[config.mk]
export PLATFORM = sky130hd
export DESIGN_NAME = gpd_port
export DESIGN_NICKNAME = d
export VERILOG_FILES = /design/src/rtl/gpd_pin_sync.v /design/src/rtl/gpd_port.v
export VERILOG_INCLUDE_DIRS = /design/src /design/src/rtl
export SDC_FILE = /design/constraint.sdc
export NUM_CORES = 1
export LEC_CHECK = 0
export BUFFER_PORTS_ARGS = -buffer_cell sky130_fd_sc_hd__buf_2
export CORE_MARGIN = 2
export CORE_UTILIZATION = 58
export DETAILED_ROUTE_END_ITERATION = 10
export PLACE_DENSITY_LB_ADDON = 0.2
export REMOVE_ABC_BUFFERS = 1
export SLEW_MARGIN = 0
export SYNTH_ARGS = -nofsm -noshare
export SYNTH_HDL_FRONTEND = slang
export SYNTH_SLANG_ARGS = --single-unit
[constraint.sdc]
create_clock -name clock -period 3.21 [get_ports clock]
set_input_delay 0.1605 -clock clock [delete_from_list [all_inputs] [get_ports clock]]
set_output_delay 0.1605 -clock clock [all_outputs]
set_load 0.05 [all_outputs]
[src/rtl/gpd_consts.vh]
// register offsets, field positions, codes and reset values of the port slice
`ifndef GPD_CONSTS_VH
`define GPD_CONSTS_VH
`define GPD_ADDR_W 4
`define GPD_OFS_DRIVE_LEVEL 4'h4
`define GPD_OFS_DRIVE_LEVEL_SET 4'h5
`define GPD_OFS_DRIVE_LEVEL_CLEAR 4'h6
`define GPD_OFS_DRIVE_LEVEL_TOGGLE 4'h7
`define GPD_OFS_SAMPLED_PIN_LEVELS 4'h8
`define GPD_OFS_PIN_EVENT_FLAGS 4'h9
`define GPD_OFS_PORT_SLEW_CONTROL 4'hA
`define GPD_OFS_EVENT_MASK 4'hF
`define GPD_SLEW_BIT 0
`define GPD_RST_BYTE 8'h00
`define GPD_RST_MASK 8'hFF
`define GPD_SENSE_NONE 3'h0
`define GPD_SENSE_BOTH 3'h1
`define GPD_SENSE_RISE 3'h2
`define GPD_SENSE_FALL 3'h3
`define GPD_SENSE_BUF_OFF 3'h4
`define GPD_SENSE_LOW 3'h5
`endif

[src/rtl/gpd_pin_sync.v]
// three-flop synchroniser; output changes once stages two and three agree
module gpd_pin_sync #(
   parameter WIDTH = 8
) (
   input wire clock,
   input wire rst_n,
   input wire [WIDTH-1:0] async_in,
   output reg [WIDTH-1:0] sync_out
);
   reg [WIDTH-1:0] s1_q;
   reg [WIDTH-1:0] s2_q;
   reg [WIDTH-1:0] s3_q;
   always @(posedge clock or negedge rst_n) begin
      if (!rst_n) begin
         s1_q <= {WIDTH{1'b0}};
         s2_q <= {WIDTH{1'b0}};
         s3_q <= {WIDTH{1'b0}};
         sync_out <= {WIDTH{1'b0}};
      end else begin
         s1_q <= async_in;
         s2_q <= s1_q;
         s3_q <= s2_q;
         // per bit: one restless pin must not starve the others
         sync_out <= (sync_out & (s2_q ^ s3_q)) | (s3_q & ~(s2_q ^ s3_q));
      end
   end
endmodule

[src/rtl/gpd_port.v]
// eight-pin port slice: drive level, input sampling, event flags, slew
// What this block does
// - drive level bit sets pin high or low
// - level reaches pin only with driver enabled
// - set alias sets bits written one
// - clear alias clears bits written one
// - toggle alias inverts bits written one
// - alias reads return drive level
// - input state shows pin level, buffer on
// - writing input state toggles drive level
// - buffer off holds input state bit
// - event flag set on matching sense condition
// - writing one clears event flag
// - slew control bit zero limits all pins
// - drive enable one turns driver on
// - sense select codes pick event kind
// - low level keeps setting the flag
// - invert enable flips output and input
`include "gpd_consts.vh"
module gpd_port #(
   parameter PINS = 8
) (
   input wire clock,
   input wire rst_n,
   input wire [`GPD_ADDR_W-1:0] reg_addr,
   input wire [7:0] reg_wdata,
   input wire reg_write,
   input wire reg_read,
   output reg [7:0] reg_rdata,
   input wire [PINS-1:0] drive_enable,
   input wire [PINS-1:0] invert_enable,
   input wire [3*PINS-1:0] sense_select,
   input wire [PINS-1:0] pin_in,
   output wire [PINS-1:0] pin_out,
   output wire [PINS-1:0] pin_oe_n,
   output wire slew_limit_enable,
   output wire irq
);
   reg [PINS-1:0] drive_level_q;
   reg [PINS-1:0] drive_level_d;
   reg [PINS-1:0] sampled_q;
   reg [PINS-1:0] prev_q;
   reg [PINS-1:0] flags_q;
   reg [PINS-1:0] mask_q;
   reg slew_q;
   wire [PINS-1:0] pin_sync;
   wire [PINS-1:0] buf_on;
   wire [PINS-1:0] hit;
   wire [PINS-1:0] logic_in;
   wire wr_lvl;
   wire wr_set;
   wire wr_clr;
   wire wr_tgl;
   wire wr_in;
   wire wr_flag;
   wire wr_slew;
   wire wr_mask;

   assign wr_lvl = reg_write && (reg_addr == `GPD_OFS_DRIVE_LEVEL);
   assign wr_set = reg_write && (reg_addr == `GPD_OFS_DRIVE_LEVEL_SET);
   assign wr_clr = reg_write && (reg_addr == `GPD_OFS_DRIVE_LEVEL_CLEAR);
   assign wr_tgl = reg_write && (reg_addr == `GPD_OFS_DRIVE_LEVEL_TOGGLE);
   assign wr_in = reg_write && (reg_addr == `GPD_OFS_SAMPLED_PIN_LEVELS);
   assign wr_flag = reg_write && (reg_addr == `GPD_OFS_PIN_EVENT_FLAGS);
   assign wr_slew = reg_write && (reg_addr == `GPD_OFS_PORT_SLEW_CONTROL);
   assign wr_mask = reg_write && (reg_addr == `GPD_OFS_EVENT_MASK);

   gpd_pin_sync #(
      .WIDTH(PINS)
   ) u_sync (
      .clock(clock),
      .rst_n(rst_n),
      .async_in(pin_in),
      .sync_out(pin_sync)
   );

   assign logic_in = pin_sync ^ invert_enable;

   always @* begin
      drive_level_d = drive_level_q;
      if (wr_lvl) begin
         drive_level_d = reg_wdata[PINS-1:0];
      end
      if (wr_set) begin
         drive_level_d = drive_level_q | reg_wdata[PINS-1:0];
      end
      if (wr_clr) begin
         drive_level_d = drive_level_q & ~reg_wdata[PINS-1:0];
      end
      // toggle via alias or input state
      if (wr_tgl || wr_in) begin
         drive_level_d = drive_level_q ^ reg_wdata[PINS-1:0];
      end
   end

   genvar i;
   generate
      for (i = 0; i < PINS; i = i + 1) begin : g_pin
         wire [2:0] sel;
         assign sel = sense_select[3*i+2:3*i];
         // buffer off only for this code
         assign buf_on[i] = (sel != `GPD_SENSE_BUF_OFF);
         assign hit[i] =
            (sel == `GPD_SENSE_BOTH && logic_in[i] != prev_q[i]) ||
            (sel == `GPD_SENSE_RISE && logic_in[i] && !prev_q[i]) ||
            (sel == `GPD_SENSE_FALL && !logic_in[i] && prev_q[i]) ||
            (sel == `GPD_SENSE_LOW && !logic_in[i]);
      end
   endgenerate

   always @(posedge clock or negedge rst_n) begin
      if (!rst_n) begin
         drive_level_q <= `GPD_RST_BYTE;
         sampled_q <= `GPD_RST_BYTE;
         prev_q <= `GPD_RST_BYTE;
         flags_q <= `GPD_RST_BYTE;
         mask_q <= `GPD_RST_MASK;
         slew_q <= 1'b0;
      end else begin
         drive_level_q <= drive_level_d;
         sampled_q <= (logic_in & buf_on) | (sampled_q & ~buf_on);
         prev_q <= logic_in;
         flags_q <= (flags_q & ~(wr_flag ? reg_wdata[PINS-1:0] :
                    {PINS{1'b0}})) | hit;
         if (wr_mask) begin
            mask_q <= reg_wdata[PINS-1:0];
         end
         if (wr_slew) begin
            slew_q <= reg_wdata[`GPD_SLEW_BIT];
         end
      end
   end

   assign pin_out = drive_level_q ^ invert_enable;
   assign pin_oe_n = ~drive_enable;
   assign slew_limit_enable = slew_q;
   assign irq = |(flags_q & mask_q);

   // one-cycle read latency; unmapped reads give zero
   always @(posedge clock or negedge rst_n) begin
      if (!rst_n) begin
         reg_rdata <= 8'h00;
      end else if (reg_read) begin
         case (reg_addr)
            `GPD_OFS_DRIVE_LEVEL, `GPD_OFS_DRIVE_LEVEL_SET,
            `GPD_OFS_DRIVE_LEVEL_CLEAR, `GPD_OFS_DRIVE_LEVEL_TOGGLE: begin
               reg_rdata <= drive_level_q;
            end
            `GPD_OFS_SAMPLED_PIN_LEVELS: begin
               reg_rdata <= sampled_q;
            end
            `GPD_OFS_PIN_EVENT_FLAGS: begin
               reg_rdata <= flags_q;
            end
            `GPD_OFS_PORT_SLEW_CONTROL: begin
               reg_rdata <= {7'h00, slew_q};
            end
            `GPD_OFS_EVENT_MASK: begin
               reg_rdata <= mask_q;
            end
            default: begin
               reg_rdata <= 8'h00;
            end
         endcase
      end else begin
         reg_rdata <= 8'h00;
      end
   end
endmodule

==> impl_metrics.yaml <==
setup_path:
  critical-path-top-delay-family: "compound AO/OA/AOI/OAI gates"
  crit_required_ps: 3470
  critical_path.n_buffers_inverters: 1
  worst_r2r_startpoint: "drive_level_q[7]"
  crit_slowest_cell: "dfrtp_1"
  critical_path.most_common_cell: "o21ai_0"
  setup.reg_to_reg.worst_slack_ps: 1600
  cp_data_arrival_time_ps: 1870
  worst_path_max_fanout: 4
  ff2ff_path_depth: 6
  timing.critical_path.from_type: "flop"
  cp_capture_type: "flop"
  cpPeakStageDelay_ps: 420
  crit-reg2reg-capture: "drive_level_q[7]"
  critical_path.cell_chain: "inv_1 -> ha_1 -> o21ai_0 -> o21ai_0 -> a221o_1 -> a32oi_1"
  timing.setup.critical_path_class: "reg -> reg"
routing:
  drc: 0
  routed-via-count: 3207
  wirelength_mm: 8.96
  detail_route.wl_per_cell_um: 16.6
  number_of_nets_still_failing_antenna_checks_after_routing: 0
  drt-initial-drc-count: 300
  drt_pre_antenna_iters: 6
  vias_per_cell: 5.94
synth:
  synth.largest_area_cell: "dfrtp_1"
  post_synth.cell_area_avg_um2: 11.0
  synth_seq_area_share_pct: 51.3
  async_flop_share_pct: 100
  synth_warnings: 0
  synth_area_leaders: "dfrtp_1 (46%), dfstp_2 (5.3%), ha_1 (5.0%), xor2_1 (4.0%), inv_1 (3.1%)"
  synth_cells: 360
  synth_top_area_share_pct: 46.0
  synth_enable_flop_cells: 0
  summed_instance_area_of_the_synthesized_netlist_um2: 3970
  synth_ff_type: "dfrtp_1"
  post_synth_num_cell_types: 44
  ys_seq_elements: 81
status:
  violations: "hold timing"
  run_status: "finished with violations"
timing:
  final_period_minus_worst_setup_slack_ps: 1610
  worst_slew_margin_rel_pct: 34.7
  fmax_mhz: 621
  fin_crit_sh_pct: 50.2
  actual_slew_at_the_worst_max_slew_pin_ps: 980
  setup_viol: 0
  grt_setup_unrepaired: "false"
  fin_worst_skew_ps: 7.64
  report.final.hold_viol_count: 35
  fin_tns_setup_ps: 0
  fin_worst_hold_slack_ps: -35.8
  number_of_max_slew_violations_in_the_final_report: 0
die:
  starting_density_pct: 59.1
  die-area_um2: 7520
  number_of_placement_rows: 30
  io-pin-count: 90
  die-width_um: 86.7
  chipHeight_um: 86.7
  core-area_um2: 6720
global_route:
  grt_pass1_vias: 3061
  use_met2_pct: 40.7
  antenna_found_initial: 0
  grt_first_pass_wirelength_mm: 14.6
  total_overflow_reported_by_the_global_router: 0
  grt_use_met3_pct: 4.86
  met1_usage_pct: 33.7
  track_usage_pct: 25.2
  grt.busiest_layer: "met2"
  grt_max_degree: 82
clock_tree:
  cts_hold_buf: 8
  clock_tree.htree_level_count: 3
  cts.root.buffer_cell: "clkbuf_8"
  clock_latency_on_the_worst_skew_pair_ps: 350
  number_of_setup_buffers_added_after_cts: 0
  clkSlewWorstSetupHoldPaths_ps: 80
  tritoncts_num_sinks: 81
  clk_path_buf_depth: 2
  cts_buffers: 9
  tritoncts: "done"
  cts_repair_resize_count: 0
flow_run:
  drv_cap: 0
placement:
  placed_area_um2: 4460
  place_congestion: 0.914
  port_buffers: 89
  dp_hpwl_mm: 6.20
layout:
  antennaDiodeCount: 0
  final_layout_size_suffix_gt1_share_pct: 27.2
  postLayoutCellArea_um2: 4730
  finish.net_count: 535
  flow.area_growth_from_synthesis_pct: 19.3
power_and_ir_drop:
  powerDensity_nw_per_um2: 562
  ir_drop_worst_vdd_mv: 0.429
  static-leakage-power_nw: 2.23
  post-layout-total-power_mw: 2.66
hold_path:
  timing.hold.worst.class: "in -> async"
[final cells by class]
class | instances | area, um^2
Fill cell | 542 | 1990
Clock buffer | 12 | 145
Multi-Input combinational cell | 232 | 1740
Timing Repair Buffer | 98 | 536
Sequential cell | 81 | 2040
Inverter | 33 | 124
Tap cell | 80 | 100
Clock inverter | 4 | 51.3
[placed cells by master, fill, tap and decap left out, types with 9 or more instances in the layout]
cell type | netlist | final
a221o_1 | 9 | 9
o21ai_1 | 9 | 9
ha_1 | 16 | 16
o22ai_1 | 9 | 9
clkbuf_8 | 0 | 10
xor2_1 | 18 | 18
o21ai_0 | 11 | 11
inv_1 | 33 | 33
dfrtp_1 | 73 | 73
nor2_1 | 17 | 17
nand2_1 | 31 | 31
buf_2 | 9 | 88
mux2_2 | 9 | 9
[metal layers]
metal  up-vias  routed length [um]
met5         -                   0
met2       135                4280
met1      1571                3930
met4         0                 131
met3        11                 624
li1       1490                   -
[cell usage after synthesis, types with 6 or more instances]
cell type  instances
mux2i_1            8
a21o_1             6
nand2_1           31
buf_2              9
dfrtp_1           73
a22o_1             7
a32oi_1            8
ha_1              16
nor3_1             8
inv_1             33
mux2_2             9
o21ai_0           11
nor2_1            17
o211ai_1           6
a221o_1            9
maj3_1             8
dfstp_2            8
o21ai_1            9
o221ai_1           6
nor3b_1            8
nor2b_1            7
xor2_1            18
o22ai_1            9
a222oi_1           7
[cells by family (layout without fill, tap and decap cells)]
| kind of cell | Yosys count | count (layout) | share of synthesized area (%) |
|---|---|---|---|
| AOI/OAI and AO/OA | 88 | 88 | 16.7 |
| xor gates and xnor gates | 18 | 18 | 3.97 |
| adders and majority gates | 24 | 24 | 7.06 |
| buffers and inverters | 47 | 147 | 4.82 |
| DFF | 81 | 81 | 51.3 |
| muxes | 17 | 17 | 4.57 |
| and+or+nand+nor | 85 | 85 | 11.5 |
[stage by stage]
step           std cells  hold slack (ps)  util, %  setup slack [ps]
6_report             540            -35.8     70.4              1600
5_1_grt              540             54.0     70.4              1460
4_1_cts              540             4.98     70.4              1600
3_5_place_dp         516              270     66.3              1350
3_3_place_gp         516              268     66.3              1440
2_1_floorplan        346             -135        -              1440
[how the worst max path moves through the flow]
| stage | startpoint | end | slack (ps) | depth (start not counted) |
|---|---|---|---|---|
| finish | drive_level_q[7] | drive_level_q[7] | 1600 | 6 |
| global route | drive_level_q[7] | drive_level_q[7] | 1460 | 6 |
| CTS | drive_level_q[7] | drive_level_q[7] | 1600 | 6 |
| detailed placement | reg_addr[1] | drive_level_q[2] | 1350 | 5 |
| global placement | reg_addr[1] | drive_level_q[2] | 1440 | 5 |
| floorplan | reg_addr[2] | drive_level_q[7] | 1440 | 4 |
[report_power, final]
group	internal (mW)	switching (mW)	total [mW]
clock	0.383	0.359	0.742
sequential	1.16	0.105	1.26
combinational	0.233	0.420	0.653
(Power assumes the default switching activity.)
